--- config.mk ---
export PLATFORM = sky130hd
export DESIGN_NAME = fcd_host
export DESIGN_NICKNAME = d
export VERILOG_FILES = /design/src/fcd_pkg.sv /design/src/fcd_host.sv
export SDC_FILE = /design/constraint.sdc
export NUM_CORES = 1
export LEC_CHECK = 0
export ABC_AREA = 1
export BUFFER_PORTS_ARGS = -buffer_cell sky130_fd_sc_hd__buf_2
export CAP_MARGIN = 10
export CORE_AREA = 2 2 109 153
export CTS_BUF_LIST = sky130_fd_sc_hd__clkbuf_2
export DETAILED_ROUTE_END_ITERATION = 8
export DIE_AREA = 0 0 111 155
export PLACE_DENSITY = 0.71
export SLEW_MARGIN = 5
export SYNTH_ARGS = -nofsm -noshare
export SYNTH_HDL_FRONTEND = slang
export SYNTH_SLANG_ARGS = --single-unit
--- constraint.sdc ---
create_clock -name clk_sys -period 4.4 [get_ports clk_sys]
set_input_delay 0.22 -clock clk_sys [delete_from_list [all_inputs] [get_ports clk_sys]]
set_output_delay 0.22 -clock clk_sys [all_outputs]
set_load 0.02 [all_outputs]
--- src/fcd_pkg.sv ---
// Package for the flash command sequencer that drives a word-wide NOR flash
package fcd_pkg;
   localparam int ADDR_W = 22;
   localparam int DATA_W = 16;
   localparam logic [ADDR_W-1:0] UNLOCK1_ADDR = 22'h000555;
   localparam logic [ADDR_W-1:0] UNLOCK2_ADDR = 22'h0002aa;
   localparam logic [ADDR_W-1:0] CFI_ADDR     = 22'h000055;
   localparam logic [DATA_W-1:0] UNLOCK1_DATA = 16'h00aa;
   localparam logic [DATA_W-1:0] UNLOCK2_DATA = 16'h0055;
   localparam logic [DATA_W-1:0] CMD_RESET    = 16'h00f0;
   localparam logic [DATA_W-1:0] CMD_IDENT    = 16'h0090;
   localparam logic [DATA_W-1:0] CMD_PROG     = 16'h00a0;
   localparam logic [DATA_W-1:0] CMD_BUF_LOAD = 16'h0025;
   localparam logic [DATA_W-1:0] CMD_BUF_GO   = 16'h0029;
   localparam logic [DATA_W-1:0] CMD_BYPASS   = 16'h0020;
   localparam logic [DATA_W-1:0] CMD_BYP_EXIT = 16'h0000;
   localparam logic [DATA_W-1:0] CMD_ERASE_SU = 16'h0080;
   localparam logic [DATA_W-1:0] CMD_SEC_ERS  = 16'h0030;
   localparam logic [DATA_W-1:0] CMD_SUSPEND  = 16'h00b0;
   localparam logic [DATA_W-1:0] CMD_RESUME   = 16'h0030;
   localparam logic [DATA_W-1:0] CMD_CFI      = 16'h0098;
   // Identification offsets inside a sector
   localparam logic [7:0] ID_MAKER   = 8'h00;
   localparam logic [7:0] ID_DEV1    = 8'h01;
   localparam logic [7:0] ID_PROT    = 8'h02;
   localparam logic [7:0] ID_DEV2    = 8'h0e;
   localparam logic [7:0] ID_DEV3    = 8'h0f;
   localparam int SECT_LSB   = 15;
   localparam int PAGE_LSB   = 4;
   localparam int BUF_WORDS  = 16;
   localparam int BUF_MAX_CYC = 21;
   // Bus timing in cycles of clk_sys (5 ns)
   localparam int CLK_PS     = 5000;
   localparam int T_SETUP_PS = 35000;
   localparam int T_PULSE_PS = 35000;
   localparam int T_HOLD_PS  = 20000;
   localparam int T_ACC_PS   = 90000;
   localparam int SETUP_CYC  = (T_SETUP_PS + CLK_PS - 1) / CLK_PS;
   localparam int PULSE_CYC  = (T_PULSE_PS + CLK_PS - 1) / CLK_PS;
   localparam int HOLD_CYC   = (T_HOLD_PS + CLK_PS - 1) / CLK_PS;
   localparam int ACC_CYC    = (T_ACC_PS + CLK_PS - 1) / CLK_PS;
   localparam int CNT_W      = 6;

   typedef enum logic [3:0] {
      FCD_OP_READ, FCD_OP_RESET, FCD_OP_IDENT, FCD_OP_IDREAD, FCD_OP_PROG,
      FCD_OP_BUF, FCD_OP_ABORT, FCD_OP_BYP_ON, FCD_OP_BYP_OFF,
      FCD_OP_ERASE, FCD_OP_SUSPEND, FCD_OP_RESUME, FCD_OP_CFI
   } fcd_op_e;

   typedef struct packed {
      fcd_op_e             op;
      logic [ADDR_W-1:0]   addr;
      logic [DATA_W-1:0]   data;
      logic [4:0]          count;
   } fcd_req_s;

   typedef struct packed {
      logic [ADDR_W-1:0]   addr;
      logic [DATA_W-1:0]   dq_out;
      logic                dq_oe;
      logic                ce_n;
      logic                we_n;
      logic                oe_n;
   } fcd_pins_s;
endpackage : fcd_pkg

--- src/fcd_host.sv ---
// Host-side sequencer that issues command cycles to a word-wide NOR flash
`timescale 1ns/1ps
module fcd_host (
   input  wire logic                       clk_sys,
   input  wire logic                       rst_n,
   input  wire logic                       clk_en,
   input  wire logic                       req_valid,
   output logic                            req_ready,
   input  wire fcd_pkg::fcd_req_s          req,
   output logic                            wdata_req,
   input  wire logic [fcd_pkg::DATA_W-1:0] wdata,
   output logic                            rsp_valid,
   output logic [fcd_pkg::DATA_W-1:0]      rsp_data,
   output logic                            suspended,
   output logic                            bypass,
   output fcd_pkg::fcd_pins_s              pins,
   input  wire logic [fcd_pkg::DATA_W-1:0] dq_in
);
   import fcd_pkg::*;

   // ----------------------------------------------------------------
   // Cycle list builder
   // ----------------------------------------------------------------
   typedef enum logic [1:0] {FCD_ST_IDLE, FCD_ST_SETUP, FCD_ST_PULSE, FCD_ST_HOLD} fcd_st_e;

   fcd_st_e            st_r;
   fcd_req_s           cur_r;
   logic [4:0]         idx_r;
   logic [4:0]         last_r;
   logic [CNT_W-1:0]   cnt_r;
   logic               is_rd;
   logic [ADDR_W-1:0]  c_addr;
   logic [DATA_W-1:0]  c_data;
   logic               c_from_user;
   logic [ADDR_W-1:0]  sect_base;
   logic [ADDR_W-1:0]  page_base;

   assign sect_base = {cur_r.addr[ADDR_W-1:SECT_LSB], {SECT_LSB{1'b0}}};
   assign page_base = {cur_r.addr[ADDR_W-1:PAGE_LSB], {PAGE_LSB{1'b0}}};

   // Unlock writes drive only the low bits; upper data byte left zero
   always_comb begin
      c_addr      = UNLOCK1_ADDR;
      c_data      = UNLOCK1_DATA;
      c_from_user = 1'b0;
      is_rd       = 1'b0;
      if (idx_r == 5'h01) begin
         c_addr = UNLOCK2_ADDR;
         c_data = UNLOCK2_DATA;
      end
      case (cur_r.op)
         FCD_OP_READ, FCD_OP_IDREAD: begin
            c_addr = cur_r.addr;
            is_rd  = 1'b1;
         end
         FCD_OP_RESET:   c_data = CMD_RESET;
         FCD_OP_SUSPEND: c_data = CMD_SUSPEND;
         FCD_OP_RESUME:  c_data = CMD_RESUME;
         FCD_OP_CFI: begin
            c_addr = CFI_ADDR;
            c_data = CMD_CFI;
         end
         FCD_OP_IDENT:  if (idx_r == 5'h02) c_data = CMD_IDENT;
         FCD_OP_ABORT:  if (idx_r == 5'h02) c_data = CMD_RESET;
         FCD_OP_BYP_ON: if (idx_r == 5'h02) c_data = CMD_BYPASS;
         FCD_OP_BYP_OFF: c_data = (idx_r == 5'h00) ? CMD_IDENT : CMD_BYP_EXIT;
         FCD_OP_PROG: begin
            if (bypass) begin
               c_data = CMD_PROG;
               if (idx_r == 5'h01) begin
                  c_addr = cur_r.addr;
                  c_data = cur_r.data;
               end
            end else if (idx_r == 5'h02) begin
               c_data = CMD_PROG;
            end else if (idx_r == 5'h03) begin
               c_addr = cur_r.addr;
               c_data = cur_r.data;
            end
         end
         FCD_OP_BUF: begin
            if (idx_r == 5'h02) begin
               c_addr = sect_base;
               c_data = CMD_BUF_LOAD;
            end else if (idx_r == 5'h03) begin
               c_addr = sect_base;
               c_data = {11'h000, cur_r.count};
            end else if (idx_r == last_r) begin
               c_addr = sect_base;
               c_data = CMD_BUF_GO;
            end else if (idx_r > 5'h03) begin
               c_addr = page_base | ADDR_W'(idx_r - 5'h04);
               c_from_user = 1'b1;
            end
         end
         FCD_OP_ERASE: begin
            if (idx_r == 5'h02) c_data = CMD_ERASE_SU;
            // Second unlock pair needs 2AA/55 at the fifth write too
            if (idx_r == 5'h04) begin
               c_addr = UNLOCK2_ADDR;
               c_data = UNLOCK2_DATA;
            end
            if (idx_r == 5'h05) begin
               c_addr = sect_base;
               c_data = CMD_SEC_ERS;
            end
         end
         default: ;
      endcase
   end

   // ----------------------------------------------------------------
   // Sequence length and request intake
   // ----------------------------------------------------------------
   logic [4:0] len_nxt;
   always_comb begin
      case (req.op)
         FCD_OP_IDENT, FCD_OP_ABORT, FCD_OP_BYP_ON: len_nxt = 5'd2;
         FCD_OP_PROG:    len_nxt = bypass ? 5'd1 : 5'd3;
         FCD_OP_BYP_OFF: len_nxt = 5'd1;
         FCD_OP_ERASE:   len_nxt = 5'd5;
         // Page limit keeps the sequence inside 21 cycles
         FCD_OP_BUF:     len_nxt = 5'd5 + ((req.count > 5'(BUF_WORDS - 1)) ?
                                           5'(BUF_WORDS - 1) : req.count);
         default:        len_nxt = 5'd0;
      endcase
   end

   assign req_ready = (st_r == FCD_ST_IDLE);
   assign wdata_req = (st_r == FCD_ST_SETUP) && c_from_user && (cnt_r == '0);

   // ----------------------------------------------------------------
   // Bus cycle timing
   // ----------------------------------------------------------------
   always_ff @(posedge clk_sys) begin
      if (!rst_n) begin
         st_r   <= FCD_ST_IDLE;
         cur_r  <= '0;
         idx_r  <= '0;
         last_r <= '0;
         cnt_r  <= '0;
      end else if (clk_en) begin
         case (st_r)
            FCD_ST_IDLE: begin
               if (req_valid) begin
                  cur_r <= req;
                  if (req.count > 5'(BUF_WORDS - 1))
                     cur_r.count <= 5'(BUF_WORDS - 1);
                  idx_r  <= '0;
                  last_r <= len_nxt;
                  cnt_r  <= '0;
                  st_r   <= FCD_ST_SETUP;
               end
            end
            FCD_ST_SETUP: begin
               cnt_r <= cnt_r + 1'b1;
               if (cnt_r == CNT_W'(SETUP_CYC - 1)) begin
                  cnt_r <= '0;
                  st_r  <= FCD_ST_PULSE;
               end
            end
            FCD_ST_PULSE: begin
               cnt_r <= cnt_r + 1'b1;
               if (cnt_r == CNT_W'((is_rd ? ACC_CYC : PULSE_CYC) - 1)) begin
                  cnt_r <= '0;
                  st_r  <= FCD_ST_HOLD;
               end
            end
            FCD_ST_HOLD: begin
               cnt_r <= cnt_r + 1'b1;
               if (cnt_r == CNT_W'(HOLD_CYC - 1)) begin
                  cnt_r <= '0;
                  if (idx_r == last_r) begin
                     st_r <= FCD_ST_IDLE;
                  end else begin
                     idx_r <= idx_r + 1'b1;
                     st_r  <= FCD_ST_SETUP;
                  end
               end
            end
            default: st_r <= FCD_ST_IDLE;
         endcase
      end
   end

   // ----------------------------------------------------------------
   // Pins: address set in setup, strobes low in pulse; data held to hold
   // ----------------------------------------------------------------
   logic [DATA_W-1:0] wr_data;
   assign wr_data = c_from_user ? wdata : c_data;

   always_ff @(posedge clk_sys) begin
      if (!rst_n) begin
         pins <= '{addr: '0, dq_out: '0, dq_oe: 1'b0, ce_n: 1'b1, we_n: 1'b1, oe_n: 1'b1};
      end else if (clk_en) begin
         // ce_n falls in setup, ahead of we_n in pulse, so the address is stable at the later one
         pins.ce_n <= !(st_r == FCD_ST_PULSE || (st_r == FCD_ST_SETUP && cnt_r != '0));
         pins.we_n <= !(st_r == FCD_ST_PULSE && !is_rd);
         pins.oe_n <= !(st_r == FCD_ST_PULSE && is_rd);
         if (st_r == FCD_ST_SETUP && cnt_r == '0) begin
            pins.addr   <= c_addr;
            pins.dq_out <= wr_data;
            pins.dq_oe  <= !is_rd;
         end
         // Data kept through hold; the first rising strobe latches it
         if (st_r == FCD_ST_IDLE)
            pins.dq_oe <= 1'b0;
      end
   end

   // ----------------------------------------------------------------
   // Read capture and mode tracking
   // ----------------------------------------------------------------
   always_ff @(posedge clk_sys) begin
      if (!rst_n) begin
         rsp_valid <= 1'b0;
         rsp_data  <= '0;
      end else if (clk_en) begin
         rsp_valid <= 1'b0;
         if (st_r == FCD_ST_PULSE && is_rd && cnt_r == CNT_W'(ACC_CYC - 1)) begin
            rsp_valid <= 1'b1;
            // Upper byte is don't care in identification reads
            rsp_data  <= (cur_r.op == FCD_OP_IDREAD) ? {8'h00, dq_in[7:0]} : dq_in;
         end
      end
   end

   logic seq_done;
   assign seq_done = clk_en && st_r == FCD_ST_HOLD && idx_r == last_r
                     && cnt_r == CNT_W'(HOLD_CYC - 1);

   always_ff @(posedge clk_sys) begin
      if (!rst_n) begin
         bypass    <= 1'b0;
         suspended <= 1'b0;
      end else if (seq_done) begin
         case (cur_r.op)
            FCD_OP_BYP_ON:  bypass <= 1'b1;
            FCD_OP_BYP_OFF: bypass <= 1'b0;
            FCD_OP_SUSPEND: suspended <= 1'b1;
            FCD_OP_RESUME:  suspended <= 1'b0;
            default: ;
         endcase
      end
   end
endmodule : fcd_host

# Word level (Yosys, flattened, before mapping)
# Cells that the tools add are included.
dict set report word_totals {
  regBits 126
  output_inout_bits 63
  word_cells 158
}
dict set report classes {
  add_sub_neg 5
  order_cmp 2
  eq_ne 37
  n_mux 60
  bitwise 1
  n_reduce_logical 35
}
# operator count
set op_table {}
lappend op_table {{$mux 16} 15}
lappend op_table {{$mux 22} 10}
lappend op_table {{$pmux 16 s11} 1}
lappend op_table {{$pmux 22 s5} 1}
lappend op_table {{$eq 4x3->1 const B} 8}
lappend op_table {{$eq 4x4->1 const B} 7}
lappend op_table {{$mux 5} 5}
lappend op_table {{$pmux 5 s5} 1}
lappend op_table {{$mux 6} 4}
lappend op_table {{$pmux 6 s4} 1}
lappend op_table {{$or 22x22->22} 1}
lappend op_table {{$mux 8} 2}
lappend op_table {{$eq 4x2->1 const B} 3}
lappend op_table {{$reduce_and 2->1} 6}
lappend op_table {{$mux 11} 1}
lappend op_table {{$eq 5x2->1 const B} 2}
lappend op_table {{$eq 5x3->1 const B} 2}
lappend op_table {{$logic_and 1x1->1} 10}
lappend op_table {{$mux 1} 10}
lappend op_table {{$mux 2} 5}
lappend op_table {{$pmux 5 s2} 1}
lappend op_table {{$reduce_and 5->1} 2}
lappend op_table {{$ne 2x2->1 const B} 4}
lappend op_table {{$pmux 2 s4} 1}
lappend op_table {{29 further kinds} 37}

# Logic depth before layout (Yosys ltp)
dict set report logic_depth {
  ltp_word 8
  ltp_mapped 14
}

# Least setup slack after synthesis
# OpenSTA, ideal clock, no wires.
dict set report synth_path {
  kind {reg-to-output}
  from {register idx_r[2]}
  to {output wdata_req}
  arrival_time_ps 1703
  required_ps 4180
  slack_ps 2477
  path_stages_with_launch 11
  n_path_buf 1
  cell_sequence {dfxtp_1 -> inv_2 -> ha_1 -> inv_1 -> nor2_4 -> nand2_2 -> nand2_1 -> nor2_2 -> nand3_2 -> buf_6 -> nor2_1}
}
dict set report synth_between {
  elab_chain_cells 8
  word_cells_on_any_way 11
}
# element line
set synth_rtl {}
lappend synth_rtl {{start: declaration} fcd_host.sv:28} ;# logic [4:0] idx_r;
lappend synth_rtl {{start signal: assignment} fcd_host.sv:176} ;# idx_r <= idx_r + 1'b1;
lappend synth_rtl {{$gt 5x2->1} fcd_host.sv:91} ;# end else if (idx_r > 5'h03) begin
lappend synth_rtl {{$mux 1} fcd_host.sv:91}
lappend synth_rtl {{$mux 1} fcd_host.sv:88} ;# end else if (idx_r == last_r) begin
lappend synth_rtl {{$mux 1} fcd_host.sv:85} ;# end else if (idx_r == 5'h03) begin
lappend synth_rtl {{$mux 1 (*)} fcd_host.sv:82} ;# if (idx_r == 5'h02) begin
lappend synth_rtl {{$mux 1 (*)} fcd_host.sv:51} ;# case (cur_r.op)
lappend synth_rtl {{$logic_and 1x1->1 (*) (2 in series)} fcd_host.sv:130} ;# assign wdata_req = (st_r == FCD_ST_SETUP) && c_from_user && (cnt_r == '0);
lappend synth_rtl {{end: declaration} fcd_host.sv:10} ;# output logic wdata_req,
# Every way passes the cells marked *; elsewhere a longest branch is shown, timed or not.

# Final worst setup path
dict set report layout_path {
  from {register idx_r[2]}
  to {register pins[6] (netlist name)}
}
dict set report layout_between {
  elab_chain_cells 7
  word_cells_on_any_way 28
}
# element line
set layout_rtl {}
lappend layout_rtl {{$gt 5x2->1 or $eq 5x1->1 (tied branches)} {fcd_host.sv:91, fcd_host.sv:47, fcd_host.sv:70}}
lappend layout_rtl {{$mux 1 or $mux 8 (tied branches)} {fcd_host.sv:91, fcd_host.sv:47}}
lappend layout_rtl {{$mux 1 (tied with other cells)} fcd_host.sv:88}
lappend layout_rtl {{$mux 1 (tied with other cells)} fcd_host.sv:85}
lappend layout_rtl {{$mux 1 (tied with other cells)} fcd_host.sv:82}
lappend layout_rtl {{$mux 1 or $pmux 16 s11 (tied branches)} fcd_host.sv:51}
lappend layout_rtl {{$mux 16 (*)} fcd_host.sv:190} ;# assign wr_data = c_from_user ? wdata : c_data;
lappend layout_rtl {{end signal: assignment} fcd_host.sv:194} ;# pins <= '{addr: '0, dq_out: '0, dq_oe: 1'b0, ce_n: 1'b1, we_n: 1'b1, oe_n: 1'b1};
lappend layout_rtl {{end: declaration} fcd_host.sv:16} ;# output fcd_pkg::fcd_pins_s pins,
# Marked as above.
# A chain may end at the register's enable or synchronous reset.

==> Implementation_results.wiki <==
{| class="wikitable"
! Metric !! Value
|-
| Outcome || complete, no violations
|-
| Post-CTS Setup Bufs || 0
|-
| DIE AREA || 0.01721 mm^2
|-
| Kind of start point of the critical path || flip-flop
|-
| Worst clock skew || 0.03646 ns
|-
| CTS max path bufs || 2
|-
| Number of gates on the worst path with buffers counted || 14
|-
| Number of buffers and inverters on the critical path || 4
|-
| Die Wd || 111 um
|-
| Post-detailed-route DRC marker count || 0
|-
| Cell count after synthesis || 1055
|-
| Final count of negative-setup-slack endpoints || 0
|-
| Clk root buf || sky130_fd_sc_hd__clkbuf_2
|-
| VDD IR max || 0.2134 mV
|-
| H-Tree Level Count || 4
|-
| Footprint of the multi-input gates || 0.003766 mm^2
|-
| Critical-path top delay cell || sky130_fd_sc_hd__dlygate4sd3_1
|-
| Synthesized-area fraction occupied by adder cells || 0.03060
|-
| Proportion of register bits with asynchronous set or reset after synthesis || 0
|-
| Detailed Route WL || 23960 um
|-
| Number of filler instances in the final layout || 1499
|-
| CTS Buf Count || 17
|-
| Number of flops mapped to enable cells by yosys || 0
|-
| HPWL after detailed placement || 16280 um
|-
| Sort of element at the end of the critical path || flip-flop
|-
| Number of antenna violations at the first check in global routing || 1
|-
| Initial core utilization || 0.4373
|-
| Mean instance size in the synthesized netlist || 6.589 um^2
|-
| Core ar. || 0.01590 mm^2
|-
| CP Data Required Time || 5.09 ns
|-
| Warnings from Yosys || 0
|-
| Flip-flop and latch count after synthesis || 126
|-
| Via count of the first global-routing pass || 7803
|-
| Vias per std cell || 5.256
|-
| Sequential share of the synthesized area || 0.3629
|-
| Number of I/O pins || 146
|-
| PD cells || 353.7 mW/mm^2
|-
| Tot GR Track Use || 0.2783
|-
| RSZ-0062 raised after global routing || no
|-
| Fraction of final layout cells sized beyond drive strength 1 || 0.1738
|-
| Complex-gate fraction of the synthesized area || 0.2061
|-
| Clock tree from TritonCTS || built
|-
| Hold/Removal Path Class || in -> reg
|-
| Number of different library cells in the post-synthesis netlist || 46
|-
| Rows || 55
|-
| Clock edge transition at the registers on the reported setup and hold paths || 0.22 ns
|-
| Most instantiated library cell after synthesis || sky130_fd_sc_hd__nand2_1
|-
| Average wire length per cell after detail routing || 15.84 um
|-
| Critical setup path kind || reg -> reg
|-
| Net count, final || 1399
|-
| Netlist Area Pre-Place || 0.006952 mm^2
|-
| TritonRoute pass-1 iters || 7
|-
| Proportion of synthesized area in mux cells || 0
|-
| Top cells by area in the synthesized netlist || sky130_fd_sc_hd__dfxtp_1 36%, sky130_fd_sc_hd__nand2_1 13%, sky130_fd_sc_hd__a21oi_1 8.1%
|-
| Die boundary height || 155 um
|-
| Area growth from synthesis to layout || 31.93%
|-
| Crit path cell chain || inv_2 > ha_1 > inv_1 > nor2_4 > nand2_1 > nand2_1 > nor2_2 > nand3_2 > inv_1 > nand2_1 > nand2_1 > a21oi_1 > nor2_1 > dlygate4sd3_1
|-
| Global-route wire length before repair || 38330 um
|-
| CP arrival || 4.05 ns
|-
| Global-route congestion overflow total || 0
|-
| Max transition margin || 0.4568
|-
| Number of design-rule violations left by the first detailed-router iteration || 477
|-
| Top cell types by occurrence after synthesis || 239 x sky130_fd_sc_hd__nand2_1, 131 x sky130_fd_sc_hd__nor2_1, 126 x sky130_fd_sc_hd__dfxtp_1
|-
| Xor-xnor portion of the synthesized cell area || 0.006299
|-
| Largest fanout on the critical path || 14
|-
| Minimum clock period || 3.357 ns
|-
| Final RePlAce weighted congestion || 1.017
|-
| Number of routed nets with antenna violations || 0
|-
| Vias || 7947
|-
| Most area-hungry cell type in the Yosys netlist || sky130_fd_sc_hd__dfxtp_1
|-
| Length in cells of the worst reg-to-reg path || 14
|-
| Max Transition Viols Final || 0
|-
| Sink count of the clock tree || 126
|-
| Proportion of netlist area held by the largest area contributor || 0.3629
|-
| Setup total negative slack || 0 ns
|-
| Synth Area in Simple Gates || 0.2988
|-
| Clk Latency, worst-skew pair || 0.74 ns
|-
| Most used cell, CP || sky130_fd_sc_hd__nand2_1
|-
| Max-cap check violation count || 0
|-
| Hold Violations, Final || 0
|-
| Area used by sequential logic in the layout || 0.002522 mm^2
|-
| FMAX || 297.9 MHz
|-
| Number of nets produced by synthesis || 1155
|-
| Worst slew pin tran || 0.8136 ns
|-
| Cell depth of the worst hold path || 7
|-
| Static Leakage || 4.228 nW
|-
| Dominant delay contributor by cell family on the critical path || simple AND/OR/NAND/NOR gates
|-
| Number of buffers added on ports || 145
|-
| CP max stage delay || 0.56 ns
|-
| Most common flop cell mapped by yosys || sky130_fd_sc_hd__dfxtp_1
|-
| Ratio of final minimum period to clock period || 0.7630
|-
| Largest net degree at the start of global routing || 52
|-
| Core occupancy in the finished layout || 0.5769
|-
| Main combinational cell family by area after synthesis || simple AND/OR/NAND/NOR gates
|}
placed cells by master, fill, tap and decap left out, types with 3 or more instances in the layout:
cell                            instances
sky130_fd_sc_hd__a211oi_1               4
sky130_fd_sc_hd__a21oi_1              113
sky130_fd_sc_hd__a31oi_1                9
sky130_fd_sc_hd__buf_2                145
sky130_fd_sc_hd__buf_4                  6
sky130_fd_sc_hd__clkbuf_2              17
sky130_fd_sc_hd__clkinv_2               3
sky130_fd_sc_hd__clkinv_4               3
sky130_fd_sc_hd__clkinvlp_4             3
sky130_fd_sc_hd__dfxtp_1              126
sky130_fd_sc_hd__dlygate4sd3_1        117
sky130_fd_sc_hd__ha_1                  17
sky130_fd_sc_hd__inv_1                 97
sky130_fd_sc_hd__inv_2                 11
sky130_fd_sc_hd__inv_6                  4
sky130_fd_sc_hd__inv_8                  3
sky130_fd_sc_hd__nand2_1              239
sky130_fd_sc_hd__nand2_2                8
sky130_fd_sc_hd__nand3_1               55
sky130_fd_sc_hd__nand4_1               14
sky130_fd_sc_hd__nor2_1               131
sky130_fd_sc_hd__nor2_2                 8
sky130_fd_sc_hd__nor2_4                 7
sky130_fd_sc_hd__nor3_1                14
sky130_fd_sc_hd__o211ai_1               9
sky130_fd_sc_hd__o21ai_0              109
sky130_fd_sc_hd__o21ai_1                6
sky130_fd_sc_hd__o31ai_1                4
sky130_fd_sc_hd__xnor2_1                3
timing repair:
item                      in CTS  in global routing
resized for setup              0                  0
hold buffers                 117                  0
hold endpoints to repair      94                  0
worst paths after layout:
path                            slack (ns)              startpoint                     end
worst max-delay path                  1.04   idx_r[2]$_SDFFE_PN0P_    pins[6]$_SDFFE_PN0P_
worst min-delay path                  0.07                  req[4]  last_r[4]$_SDFFE_PN0P_
worst max register to register        1.04   idx_r[2]$_SDFFE_PN0P_    pins[6]$_SDFFE_PN0P_
worst min register to register        0.48  cur_r[33]$_SDFFE_PN0P_  cur_r[33]$_SDFFE_PN0P_
per-stage QoR:
| stage | worst slack (ns) | hold slack, ns | cells | area, um^2 | power, mW |
|---|---|---|---|---|---|
| floorplan | 2.477 | 0.3503 | 1055 | 6952 | 2.036 |
| global placement | 1.719 | 0.4417 | 1362 | 7735 | 2.321 |
| detailed placement | 1.658 | 0.4474 | 1362 | 7735 | 2.332 |
| CTS | 0.9729 | 0.001644 | 1511 | 9169 | 3.233 |
| global route | 0.7012 | 0.05941 | 1512 | 9171 | 3.453 |
| finish | 1.043 | 0.07366 | 1512 | 9171 | 3.244 |
cell type report:
class                      instances  area share
timing repair buffer             268      0.2117
clock buffer                      17    0.009277
clock inverter                    15     0.01937
inverter                         112     0.04652
multi-input combinational        774      0.4106
sequential                       126      0.2750
antenna                            1   0.0002729
tap                              199     0.02715
cell families (layout without fill, tap and decap cells):
| family | Yosys count | after routing |
|---|---|---|
| adder cells (fa/ha/maj) | 17 | 17 |
| flip-flops | 126 | 126 |
| other | 0 | 1 |
| XOR/XNOR | 5 | 5 |
| AO/OA/AOI/OAI | 266 | 266 |
| AND/OR/NAND/NOR | 486 | 486 |
| buffers and inverters | 155 | 412 |
power breakdown:
part           leakage [nW]  internal (mW)  switching (mW)
logic                  3.06          0.398           0.732
clock network         0.148          0.281           0.506
registers              1.03           1.25          0.0805
worst reg2reg max path: cells and delay by family (launching register included):
family	cells	cell delay (ns)
flops	1	0.51
compound gates	1	0.07
simple gates	8	1.27
fa+ha+maj	1	0.25
buf+inv	4	1.21
metal layers:
layer / vias up / track usage / wire (um)
li1: 3957 / - / -
met1: 3615 / 0.3116 / 9506
met2: 297 / 0.4905 / 11910
met3: 78 / 0.05532 / 1353
met4: 0 / 0.1619 / 1184
met5: - / 0 / 0
flip-flops by register name (all words and copies together), names as in the netlist:
name       cells
bypass         1
cnt_r          6
cur_r         47
idx_r          5
last_r         5
pins          42
rsp_data      16
rsp_valid      1
st_r           2
suspended      1
No activity file was read; power rests on OpenSTA's default activity.
